`config.mk`:
```
export PLATFORM = sky130hd
export DESIGN_NAME = freefall_motion_detect
export DESIGN_NICKNAME = d
export VERILOG_FILES = /design/src/verilog/ffmt_pkg.sv /design/src/verilog/freefall_motion_detect.sv
export VERILOG_INCLUDE_DIRS = /design/src /design/src/verilog
export SDC_FILE = /design/constraint.sdc
export NUM_CORES = 1
export LEC_CHECK = 0
export BUFFER_PORTS_ARGS = -buffer_cell sky130_fd_sc_hd__buf_2
export CORE_MARGIN = 4
export CORE_UTILIZATION = 50
export CTS_BUF_LIST = sky130_fd_sc_hd__clkbuf_4
export DETAILED_ROUTE_END_ITERATION = 12
export HOLD_SLACK_MARGIN = 0.08
export PLACE_DENSITY = 0.72
export SYNTH_ARGS = -nofsm -noshare
export SYNTH_HDL_FRONTEND = slang
export SYNTH_SLANG_ARGS = --single-unit
```
`constraint.sdc`:
```
create_clock -name CLK_I -period 9.43 [get_ports CLK_I]
set_input_delay 1.886 -clock CLK_I [delete_from_list [all_inputs] [get_ports CLK_I]]
set_output_delay 1.886 -clock CLK_I [all_outputs]
set_load 0.05 [all_outputs]
```
`src/verilog/ffmt_defines.svh`:
```
// Offsets, field positions, reset values and widths for the freefall/motion detector
`ifndef FFMT_DEFINES_SVH
`define FFMT_DEFINES_SVH

// Register offsets
`define ADDR_CONFIG 8'h15
`define ADDR_SOURCE 8'h16
`define ADDR_THRESHOLD 8'h17
`define ADDR_DEBOUNCE_LENGTH 8'h18

// Config register fields
`define CFG_LATCH_ENABLE 7
`define CFG_OR_AND_SELECT 6
`define CFG_Z_ENABLE 5
`define CFG_Y_ENABLE 4
`define CFG_X_ENABLE 3
`define CFG_WRITE_MASK 8'hf8

// Threshold register fields
`define THS_DEBOUNCE_MODE 7
`define THS_VALUE_MSB 6

// Source register fields
`define SRC_EVENT_ACTIVE 7

// Reset values
`define CONFIG_RESET 8'h00
`define THRESHOLD_RESET 8'h00
`define DEBOUNCE_LENGTH_RESET 8'h00
`define READ_UNMAPPED 8'h00

// Threshold value is shifted left by this many bits before it is compared against the magnitude
`define THS_SCALE_BITS 4

`endif

```
`src/verilog/ffmt_pkg.sv`:
```
// Types shared by the freefall/motion detector
package ffmt_pkg;

	typedef logic signed [11:0] accel_t;

	typedef struct packed {
		logic valid;
		accel_t x;
		accel_t y;
		accel_t z;
	} accel_sample_s;

	typedef struct packed {
		logic z_high_event;
		logic z_polarity;
		logic y_high_event;
		logic y_polarity;
		logic x_high_event;
		logic x_polarity;
	} axis_flags_s;

endpackage : ffmt_pkg

```
`src/verilog/freefall_motion_detect.sv`:
```
// Freefall/motion event logic with debounce and source register
//
// Function
// Config bit 6 picks freefall or motion
// All axis enables zero disables the detector
// Latch enable and select give four modes
// Unlatched freefall sets flag after debounce completes
// Decrement mode clears flag after debounce delay
// Clear mode: flag drops when freefall ends
// Unlatched freefall: source read keeps flag
// Unlatched: axis flags follow raw enabled status
// Latched freefall: flag holds until source read
// Latched freefall read clears flag and counter
// Latched freefall: axis flags freeze on event
// Unlatched motion clear mode drops flag immediately
// Unlatched motion: read clears nothing
// Latched motion: read clears source and counter
// Latched motion: flags track, then hold
// Select zero ANDs axes, one ORs them
// Axis high when magnitude exceeds threshold
// Low when enabled axes at or below threshold
// Counter steps once per new sample
`timescale 1ns/10ps
`include "ffmt_defines.svh"

module freefall_motion_detect (
	input wire logic CLK_I,
	input wire logic SYS_RST_I,
	input wire logic [7:0] ADDR_I,
	input wire logic [7:0] WDATA_I,
	input wire logic WR_I,
	input wire logic RD_I,
	input wire ffmt_pkg::accel_sample_s SAMPLE_I,
	output logic [7:0] RDATA_O,
	output logic EVENT_ACTIVE_O
);
	import ffmt_pkg::*;

	logic [7:0] config_reg;
	logic [7:0] config_next;
	logic [7:0] threshold_reg;
	logic [7:0] threshold_next;
	logic [7:0] length_reg;
	logic [7:0] length_next;
	logic [7:0] count_reg;
	logic [7:0] count_next;
	logic event_active_reg;
	logic event_active_next;
	axis_flags_s flags_reg;
	axis_flags_s flags_next;
	logic [7:0] rdata_reg;
	logic [7:0] rdata_next;

	logic latch_enable;
	logic or_and_select;
	logic debounce_mode;
	logic [2:0] axis_enable;
	logic [2:0] axis_high;
	logic [2:0] axis_negative;
	logic [11:0] threshold_scaled;
	logic detect_condition;
	logic source_read;
	axis_flags_s live_flags;
	accel_t axis_value [3];

	assign latch_enable = config_reg[`CFG_LATCH_ENABLE];
	assign or_and_select = config_reg[`CFG_OR_AND_SELECT];
	assign debounce_mode = threshold_reg[`THS_DEBOUNCE_MODE];
	assign axis_enable = {config_reg[`CFG_Z_ENABLE], config_reg[`CFG_Y_ENABLE], config_reg[`CFG_X_ENABLE]};
	assign threshold_scaled = {1'b0, threshold_reg[`THS_VALUE_MSB:0], {`THS_SCALE_BITS{1'b0}}};
	assign axis_value[0] = SAMPLE_I.x;
	assign axis_value[1] = SAMPLE_I.y;
	assign axis_value[2] = SAMPLE_I.z;
	assign source_read = RD_I && (ADDR_I == `ADDR_SOURCE);

	// Per-axis magnitude compare
	for (genvar i = 0; i < 3; i++)
	begin : g_axis
		logic [11:0] magnitude;
		assign magnitude = axis_value[i][11] ? 12'(~axis_value[i] + 12'sh001) : 12'(axis_value[i]);
		assign axis_high[i] = magnitude > threshold_scaled;
		assign axis_negative[i] = axis_value[i][11];
	end

	// Raw per-axis flags, gated by the enables
	always_comb
	begin
		live_flags.x_high_event = axis_high[0] & axis_enable[0];
		live_flags.x_polarity = axis_negative[0] & axis_high[0] & axis_enable[0];
		live_flags.y_high_event = axis_high[1] & axis_enable[1];
		live_flags.y_polarity = axis_negative[1] & axis_high[1] & axis_enable[1];
		live_flags.z_high_event = axis_high[2] & axis_enable[2];
		live_flags.z_polarity = axis_negative[2] & axis_high[2] & axis_enable[2];
	end

	// Combined detection condition
	always_comb
	begin
		if (axis_enable == 3'b000)
			detect_condition = 1'b0;
		else if (or_and_select)
			detect_condition = |(axis_high & axis_enable);
		else
			detect_condition = (axis_high & axis_enable) == 3'b000;
	end

	// Register writes and read data
	always_comb
	begin
		config_next = config_reg;
		threshold_next = threshold_reg;
		length_next = length_reg;
		rdata_next = `READ_UNMAPPED;
		if (WR_I)
		begin
			unique case (ADDR_I)
				`ADDR_CONFIG: config_next = WDATA_I & `CFG_WRITE_MASK;
				`ADDR_THRESHOLD: threshold_next = WDATA_I;
				`ADDR_DEBOUNCE_LENGTH: length_next = WDATA_I;
				default: config_next = config_reg;
			endcase
		end
		if (RD_I)
		begin
			unique case (ADDR_I)
				`ADDR_CONFIG: rdata_next = config_reg;
				`ADDR_SOURCE: rdata_next = {event_active_reg, 1'b0, flags_reg};
				`ADDR_THRESHOLD: rdata_next = threshold_reg;
				`ADDR_DEBOUNCE_LENGTH: rdata_next = length_reg;
				default: rdata_next = `READ_UNMAPPED;
			endcase
		end
	end

	// Debounce counter, event flag and axis flags
	always_comb
	begin
		count_next = count_reg;
		event_active_next = event_active_reg;
		flags_next = flags_reg;
		// Read clear first so a same-cycle sample can still set
		if (source_read && latch_enable)
		begin
			event_active_next = 1'b0;
			count_next = 8'h00;
			flags_next = '0;
		end
		if (SAMPLE_I.valid)
		begin
			if (detect_condition)
			begin
				if (count_next < length_reg)
					count_next = count_next + 8'h01;
			end
			else if (debounce_mode)
				count_next = 8'h00;
			else if (count_next != 8'h00)
				count_next = count_next - 8'h01;
			if (latch_enable)
			begin
				// Flags follow raw status until the event latches, then hold
				if (!event_active_next)
				begin
					flags_next = live_flags;
					if (detect_condition && count_next >= length_reg)
						event_active_next = 1'b1;
				end
			end
			else
			begin
				flags_next = live_flags;
				if (detect_condition && count_next >= length_reg)
					event_active_next = 1'b1;
				else if (!detect_condition && count_next == 8'h00)
					event_active_next = 1'b0;
			end
		end
		if (axis_enable == 3'b000)
		begin
			count_next = 8'h00;
			event_active_next = 1'b0;
		end
	end

	always_ff @(posedge CLK_I)
	begin
		if (SYS_RST_I)
		begin
			config_reg <= `CONFIG_RESET;
			threshold_reg <= `THRESHOLD_RESET;
			length_reg <= `DEBOUNCE_LENGTH_RESET;
			count_reg <= 8'h00;
			event_active_reg <= 1'b0;
			flags_reg <= '0;
			rdata_reg <= `READ_UNMAPPED;
		end
		else
		begin
			config_reg <= config_next;
			threshold_reg <= threshold_next;
			length_reg <= length_next;
			count_reg <= count_next;
			event_active_reg <= event_active_next;
			flags_reg <= flags_next;
			rdata_reg <= rdata_next;
		end
	end

	assign RDATA_O = rdata_reg;
	assign EVENT_ACTIVE_O = event_active_reg;
endmodule : freefall_motion_detect

```
==> results of run 1 <==
[layout make-up]
cell class,instances,share of cell area (%)
Inverter,30,2.519
Clock inverter,2,0.2799
Timing Repair Buffer,67,7.613
Clock buffer,5,0.8396
Tap cell,102,2.855
Multi-Input combinational cell,431,66.19
Sequential cell,44,19.70
[kinds of logic after synthesis]
group,Yosys count,synth area share [%]
and+or+nand+nor,210,26.00
xor gates and xnor gates,37,8.194
AOI/OAI and AO/OA,118,19.79
muxes,24,6.153
DFF,44,21.77
buffers and inverters,51,5.102
adders and majority gates,42,12.99
[cells in the final DEF, fill, tap and decap left out, types with 4 or more instances in the layout]
cell type	synthesis	routed
nand2_1	57	57
mux2i_1	17	17
dfxtp_1	44	44
o21ai_0	22	22
nand4_1	6	6
xor2_1	6	6
nor2b_1	5	5
a31oi_1	9	9
a21oi_1	32	32
a21o_1	7	7
o31ai_1	10	10
xnor2_1	30	30
mux2_2	7	7
nand2b_1	5	5
buf_2	3	65
ha_1	42	42
nand3_1	29	29
a222oi_1	4	4
o211ai_1	4	4
or2_2	4	4
nor2_1	50	50
or3_1	12	12
clkbuf_4	0	5
inv_1	30	30
nor4_1	4	4
nor3_1	13	13
[critical path, cell delays in order]
cell,delay [ps]
buf_2,110
nor4_1,460
nand2_1,120
or2_2,300
o41ai_1,310
xnor2_1,120
ha_1,300
nand3_1,100
o21bai_1,160
or4b_1,460
o221ai_1,320
o211a_1,250
xnor2_2,80
or2_1,390
o21ai_0,280
nand2_1,90
ha_1,280
a21o_1,150
a21oi_1,140
nor2b_1,50
o21ai_0,150
a21oi_1,90
o21a_1,170
o2111ai_1,160
o21ai_0,110
[report_power, final]
group / total [mW] / internal, mW / switching (mW)
combinational: 0.0738 / 0.0328 / 0.0410
sequential: 0.186 / 0.186 / 0.000145
clock: 0.0971 / 0.0274 / 0.0698
total: 0.357 / 0.246 / 0.111
[stage by stage]
stage                     hold slack, ps  worst slack, ps  utilization (%)  instance area (um^2)  total power, mW
after floorplan                    428.5             2736                -                  4046           0.2354
after global placement             462.5             2478            56.62                  4420           0.2605
after detailed placement           469.3             2285            56.62                  4420           0.2633
final                              488.9             2671            57.26                  4471           0.3571
after CTS                          487.5             2649            57.26                  4471           0.3557
after global routing               501.4             2020            57.26                  4471           0.3737
[final timing paths]
| kind | from | to | slack [ps] |
|---|---|---|---|
| worst max-delay path | SAMPLE_I[17] | EVENT_ACTIVE_O | 2670 |
| worst min-delay path | length_reg[7] | length_reg[7] | 490 |
| worst max register to register | config_reg[7] | EVENT_ACTIVE_O | 4520 |
| worst min register to register | length_reg[7] | length_reg[7] | 490 |
[per-layer routing]
layer  track usage (%)  vias to the layer above
met5                 0                        -
met4             7.561                        0
met3             3.500                       23
met2             35.76                      158
met1             31.98                     1847
li1                  -                     2016
==> results.tsv, run 1 <==
metric	value	unit
synth_top_cell_area_share	21.77	%
ys_seq_area_share	21.77	%
die_area	9596	um^2
synthTopCellsByCount	57 x nand2_1, 50 x nor2_1, 44 x dfxtp_1	
ioPinCount	66	
wl_met3	689	um
grt_max_degree	31	
path_max_fanout	11	
seqCellArea	880.8	um^2
clkSinkCount	44	
endpoint_kind	register	
ctsHoldBuffers	0	
power_leakage	1.841	nW
fill_cells	738	
period_share	71.67	%
synth_most_common_cell	nand2_1	
syn_area	4046	um^2
grt_pass1_vias	3881	
antenna_found_initial	0	
drt-total-wl	11130	um
portBuffers	65	
synth_cells	526	
postCtsResizedCells	0	
start_util	51.83	%
met1_length	5209	um
crit_arrival	7040	ps
outcome	finished clean	
start_kind	primary input	
vias	4044	
hp-class	reg2reg	
tns	0	ps
peakVddDrop	0.00007304	V
max_cap_viol_count	0	
finClkSkew	23.70	ps
topRoutingLayerUsed	met4	
max_freq	148.0	MHz
die_w	97.96	um
yosysUniqueCellTypes	65	
yosysWarnings	0	
slew_headroom	30.69	%
clk_latency	380	ps
synth-main-ff-cell	dfxtp_1	
multi_input_area	2959	um^2
drtAntennaViolNets	0	
core-area	7807	um^2
place_inst	674	
syn-num-nets	625	
insertedDiodeCount	0	
layout-drive-gt1-share	16.23	%
rr_worst_depth	20	
cts_tree	yes	
rsz0062_at_grt	false	
dpl.hpwl	8784	um
synth_top_area_cell	dfxtp_1	
synth_edf_count	0	
slew_violations	0	
wire_per_inst	16.35	um
place_congestion	0.9231	
min_period	6759	ps
via_per_inst	5.938	
cts.reportedPaths.clkPinSlew	160	ps
drcViolationCount	0	
worst_pin_slew	1023	ps
synth.avg_cell_area	7.693	um^2
setup_viol	0	
area_growth_syn_to_layout	10.48	%
cts_root_buf	clkbuf_4	
required	9710	ps
grt_first_pass_wirelength	18410	um
hold-path-cell-count	2	
clk_path_buf_depth	2	
placementRows	32	
hold_viol	0	
fin_nets	678	
finalNonFillerCells	681	
cts_buffers	5	
grt.overflow.total	0	
die_h	97.96	um
htree_levels	2	
async_flop_share	0	%
p_per_area	79.88	nW/um^2
wl_met2	4988	um
grt_usage	22.81	%
ys_top_cells_by_area	dfxtp_1 22%, ha_1 13%, xnor2_1 6.5%	
drt_iter0_drc	405	
cts_setup_buffers	0	
ys_seq_elements	44	
worst-setup-path-type	in2reg	
firstDrtPassIters	5	
(Power assumes the default switching activity.)
==> run 2: changes to the inputs <==
--- a/config.mk
+++ b/config.mk
@@ -6,6 +6,7 @@
 export SDC_FILE = /design/constraint.sdc
 export NUM_CORES = 1
 export LEC_CHECK = 0
+export ABC_AREA = 1
 export BUFFER_PORTS_ARGS = -buffer_cell sky130_fd_sc_hd__buf_2
 export CORE_MARGIN = 4
 export CORE_UTILIZATION = 50
==> constraint.sdc (replaced) <==
create_clock -name CLK_I -period 6.95 [get_ports CLK_I]
set_input_delay 1.39 -clock CLK_I [delete_from_list [all_inputs] [get_ports CLK_I]]
set_output_delay 1.39 -clock CLK_I [all_outputs]
set_load 0.05 [all_outputs]
==> results.tsv, run 2 <==
metric	value	unit	change
grt_first_pass_wirelength	18720	um	+1.7%
grt_pass1_vias	3999		+3.0%
rsz0062_at_grt	false		
cts_buffers	5		unchanged
path_buf_inv	4		+3
finClkSkew	20.01	ps	-3.689 ps
die_h	98.61	um	+0.66%
drtAntennaViolNets	0		unchanged
synth_cells	634		+21%
crit_path_max_incr_delay	270	ps	-190 ps
slew_violations	0		unchanged
drcViolationCount	0		unchanged
grt_max_degree	23		-26%
crit_arrival	5360	ps	-1680 ps
die_w	98.61	um	+0.66%
postCtsResizedCells	0		unchanged
crit_path_frequent_cell	nand2_1		
grt_usage	23.21	%	+0.40 points
syn_area	4105	um^2	+1.5%
async_flop_share	0	%	unchanged
insertedDiodeCount	0		unchanged
peakVddDrop	0.0001022	V	+40%
synth_top_cell_area_share	21.46	%	-0.31 points
ys_seq_area_share	21.46	%	-0.31 points
p_per_area	117.2	nW/um^2	+47%
synth_most_common_cell	nand2_1		
cp_slowest_cell	ha_1		
worst-setup-path-type	in2reg		
synth_edf_count	0		unchanged
place_congestion	0.9169		-0.67%
cts_root_buf	clkbuf_4		
start_util	52.31	%	+0.48 points
vias	4333		+7.1%
crit_family	simple AND/OR/NAND/NOR gates		
final_common_cell	nand2_1		
cp-startpoint	SAMPLE_I[0]		
endpoint_kind	register		
firstDrtPassIters	5		unchanged
cts_tree	yes		
portBuffers	65		unchanged
worst_pin_slew	524.6	ps	-498.9 ps
placementRows	32		unchanged
slew_headroom	64.90	%	+34 points
regToRegEndpoint	EVENT_ACTIVE_O		
clkSinkCount	44		unchanged
hold_path_end	flags_reg[4]		
ioPinCount	66		unchanged
outcome	finished clean		
synth-main-ff-cell	dfxtp_1		
min_from	flags_reg[4]		
die_area	9724	um^2	+1.3%
rrSetupSlack	2800	ps	-1720 ps
synth_top_area_cell	dfxtp_1		
max_cap_viol_count	0		unchanged
hold_viol	0		unchanged
hp-class	reg2reg		
wire_per_inst	14.27	um	-13%
core-area	7848	um^2	+0.51%
period_share	73.12	%	
via_per_inst	5.409		-8.9%
final_cell_mix	149 x nand2_1, 104 x inv_1, 65 x buf_2		
path_max_fanout	9		-2
grt.overflow.total	0		unchanged
ctsHoldBuffers	0		unchanged
layout-drive-gt1-share	14.88	%	-1.4 points
dpl.hpwl	9276	um	+5.6%
synthTopCellsByCount	149 x nand2_1, 104 x inv_1, 49 x a21oi_1		
fin_nets	797		+18%
drt-total-wl	11430	um	+2.7%
setup_viol	0		unchanged
clk_latency	370	ps	about the same
hold-path-cell-count	2		unchanged
yosysUniqueCellTypes	43		-34%
ys_top_cells_by_area	dfxtp_1 21%, nand2_1 14%, ha_1 13%		
area_growth_syn_to_layout	12.16	%	
synth.avg_cell_area	6.475	um^2	-16%
ys_seq_elements	44		unchanged
start_kind	primary input		
tns	0	ps	unchanged
antenna_found_initial	0		unchanged
syn-num-nets	733		+17%
required	7230	ps	-2480 ps
holdWs	522.1	ps	+33.23 ps
power_leakage	2.385	nW	+30%
rr_worst_depth	26		+30%
drt_iter0_drc	293		-28%
cts.reportedPaths.clkPinSlew	140	ps	-20 ps
clk_path_buf_depth	2		unchanged
timing.rr.start	config_reg[7]		
cts_setup_buffers	0		unchanged
min_period	5082	ps	
max_freq	196.8	MHz	
htree_levels	2		unchanged
yosysWarnings	0		unchanged
-- run 2: changes by cell type after synthesis, sizes merged, moves of 8 or more --
cell    delta
a21oi     +19
clkbuf     -9
inv       +78
mux2i     -17
nand2    +104
o21ai     +10
o31ai      -8
or3       -12
xnor2     -28
xor2      +19
-- run 2: worst max-delay path by stage --
stage	end	slack, ps	cells after the start
floorplan	EVENT_ACTIVE_O	2050	34
global placement	EVENT_ACTIVE_O	1680	35
detailed placement	EVENT_ACTIVE_O	1570	35
CTS	EVENT_ACTIVE_O	1910	35
global route	EVENT_ACTIVE_O	1400	35
finish	EVENT_ACTIVE_O	1870	35
-- run 2: layer usage --
metal | part of all wire, % | global-route usage, % | vias up
met4 | 2.4 | 6.828 | 0
met2 | 44 | 37.96 | 179
li1 | - | - | 2194
met1 | 45 | 31.30 | 1940
met3 | 7.9 | 4.105 | 20
met5 | 0 | 0 | -
-- run 2: tightest hold or removal path: stages, from the launching register on --
cell,delay [ps]
dfxtp_1,360
nand2_1,70
a211oi_1,60
-- run 2: metrics by stage --
step / instances / cell area (um^2) / total power, mW / util [%] / setup WS, ps
global route: 801 / 4604 / 0.5677 / 58.67 / 1400
floorplan: 634 / 4105 / 0.3362 / - / 2052
detailed placement: 793 / 4519 / 0.3753 / 57.59 / 1566
CTS: 801 / 4604 / 0.5406 / 58.67 / 1912
finish: 801 / 4604 / 0.5395 / 58.67 / 1868
global placement: 793 / 4519 / 0.3706 / 57.59 / 1683
-- run 2: area by class of cell --
type / count / area [um^2]
multi-input combinational: 471 / 2765
clock inverter: 3 / 47.55
inverter: 110 / 412.9
fill: 779 / 3243
sequential: 44 / 880.8
clock buffer: 5 / 37.54
timing repair buffer: 66 / 332.8
tap: 102 / 127.6
-- run 2: cell families after synthesis --
| family | share of synthesized area (%) |
|---|---|
| simple gates | 31.30 |
| compound gates | 17.28 |
| buf+inv | 11.19 |
| flops | 21.46 |
| fa+ha+maj | 12.80 |
| xor+xnor | 5.974 |
-- run 2: report_power, final --
group | switching, mW | leakage [nW] | internal (mW)
registers | 0.000928 | 0.355 | 0.253
logic | 0.0683 | 1.98 | 0.0482
clock network | 0.0918 | 0.0454 | 0.0770
==> run 3: changes to the inputs <==
==> constraint.sdc (replaced) <==
create_clock -name CLK_I -period 4.8 [get_ports CLK_I]
set_input_delay 0.96 -clock CLK_I [delete_from_list [all_inputs] [get_ports CLK_I]]
set_output_delay 0.96 -clock CLK_I [all_outputs]
set_load 0.05 [all_outputs]
==> results.tsv, run 3 (synthesized netlist as in run 2, its figures left out) <==
metric	value	unit	change
hold_path_end	flags_reg[3]		
htree_levels	2		unchanged
grt_max_degree	23		unchanged
slew_headroom	61.82	%	-3.1 points
fill_cells	764		-1.9%
cts_root_buf	clkbuf_4		
fin_nets	809		+1.5%
portBuffers	65		unchanged
vias	4450		+2.7%
clk_latency	370	ps	about the same
place_inst	802		+1.1%
max_freq	224.1	MHz	
setup_viol	0		unchanged
final_common_cell	nand2_1		
path_max_fanout	5		-4
finalNonFillerCells	813		+1.5%
dpl.hpwl	9361	um	+0.91%
die_w	98.61	um	unchanged
rrSetupSlack	1040	ps	-1760 ps
grt_first_pass_wirelength	19130	um	+2.2%
grt.overflow.total	0		unchanged
max_cap_viol_count	0		unchanged
start_kind	primary input		
cts_tree	yes		
post-place-ws	-75.00	ps	-1641 ps
final_cell_mix	142 x nand2_1, 101 x inv_1, 65 x buf_2		
insertedDiodeCount	0		unchanged
core-area	7848	um^2	unchanged
place_congestion	0.9344		+1.9%
cts_buffers	5		unchanged
worst-setup-path-type	in2reg		
clk_path_buf_depth	2		unchanged
grt_pass1_vias	4107		+2.7%
outcome	finished clean		
via_per_inst	5.474		+1.2%
min_from	flags_reg[3]		
crit_path_max_incr_delay	260	ps	about the same
die_h	98.61	um	unchanged
tns	0	ps	unchanged
cts.reportedPaths.clkPinSlew	140	ps	about the same
cp_slowest_cell	ha_1		
die_area	9724	um^2	unchanged
wire_per_inst	14.41	um	+0.99%
clkSinkCount	44		unchanged
endpoint_kind	register		
period_share	92.97	%	
regToRegEndpoint	EVENT_ACTIVE_O		
antenna_found_initial	0		unchanged
p_per_area	165.9	nW/um^2	+42%
drtAntennaViolNets	0		unchanged
min_period	4462	ps	
crit_arrival	4730	ps	-630 ps
required	5070	ps	-2160 ps
worst_pin_slew	570.6	ps	+46.02 ps
timing.rr.start	config_reg[7]		
drt-total-wl	11720	um	+2.5%
drcViolationCount	0		unchanged
layout-drive-gt1-share	19.41	%	+4.5 points
area_growth_syn_to_layout	16.52	%	
firstDrtPassIters	5		unchanged
finClkSkew	12.85	ps	-7.160 ps
crit_path_frequent_cell	nand2_1		
drt_iter0_drc	313		+6.8%
rr_worst_depth	26		unchanged
ioPinCount	66		unchanged
hold_viol	0		unchanged
placementRows	32		unchanged
hp-class	reg2reg		
peakVddDrop	0.00009997	V	-2.2%
slew_violations	0		unchanged
grt_usage	23.75	%	+0.54 points
hold-path-cell-count	2		unchanged
power_leakage	2.438	nW	+2.2%
start_util	52.31	%	unchanged
layout_setup_ws	337.6	ps	-1531 ps
[run 3: cell count changes in the layout (fill, tap and decap cells not counted), moves of 4 or more]
cell / previous run / this run
ha_1: 42 / 38
buf_4: 1 / 13
nand2_1: 149 / 142
nand2_2: 8 / 15
[run 3: power breakdown]
part | switching (mW) | internal, mW | total, mW
logic | 0.103 | 0.0732 | 0.176
registers | 0.00122 | 0.367 | 0.368
clock network | 0.138 | 0.111 | 0.249
[run 3: worst max-delay path by stage]
stage                             from              to
after floorplan            SAMPLE_I[0]  EVENT_ACTIVE_O
after global placement    SAMPLE_I[26]  EVENT_ACTIVE_O
after detailed placement  SAMPLE_I[12]  EVENT_ACTIVE_O
after CTS                 SAMPLE_I[12]  EVENT_ACTIVE_O
after global routing       SAMPLE_I[1]  EVENT_ACTIVE_O
final                      SAMPLE_I[1]  EVENT_ACTIVE_O
[run 3: cell type report]
cell class / instances / area [um^2] / share of cell area (%)
repair buffers: 78 / 422.9 / 8.841
inverters: 110 / 412.9 / 8.632
flip-flops and latches: 44 / 880.8 / 18.41
well taps: 102 / 127.6 / 2.668
multi-input cells: 471 / 2855 / 59.69
clock buffers: 5 / 37.54 / 0.7847
clock inverters: 3 / 46.29 / 0.9678
[run 3: routing by layer]
| metal | track usage, % | wire length [um] | vias up |
|---|---|---|---|
| li1 | - | - | 2228 |
| met1 | 31.68 | 5056 | 2007 |
| met2 | 40.25 | 5475 | 196 |
| met3 | 3.680 | 1049 | 19 |
| met4 | 5.777 | 138 | 0 |
| met5 | 0 | 0 | - |
[run 3: metrics by stage]
stage                     total power [mW]  hold slack (ps)  cell area [um^2]  util [%]
after global placement              0.5382            487.5              4587     58.45
final                               0.7937            534.8              4783     60.95
after CTS                           0.7889            526.0              4671     59.52
after global routing                0.8399            539.7              4783     60.95
after floorplan                     0.4868            461.3              4105         -
after detailed placement            0.5451            494.9              4587     58.45
[run 3: critical path: cells and delay by family]
kind | cells | cell delay (ps)
AND/OR/NAND/NOR | 18 | 1570
AO/OA/AOI/OAI | 7 | 870
adder cells (fa/ha/maj) | 3 | 690
buffers and inverters | 6 | 480
XOR/XNOR | 1 | 140
[run 3: timing repair]
item,CTS,global route
hold buffers,0,0
setup buffers,0,3
resized for setup,0,25
setup endpoints to repair,0,1
endpoints found under the hold margin,0,0
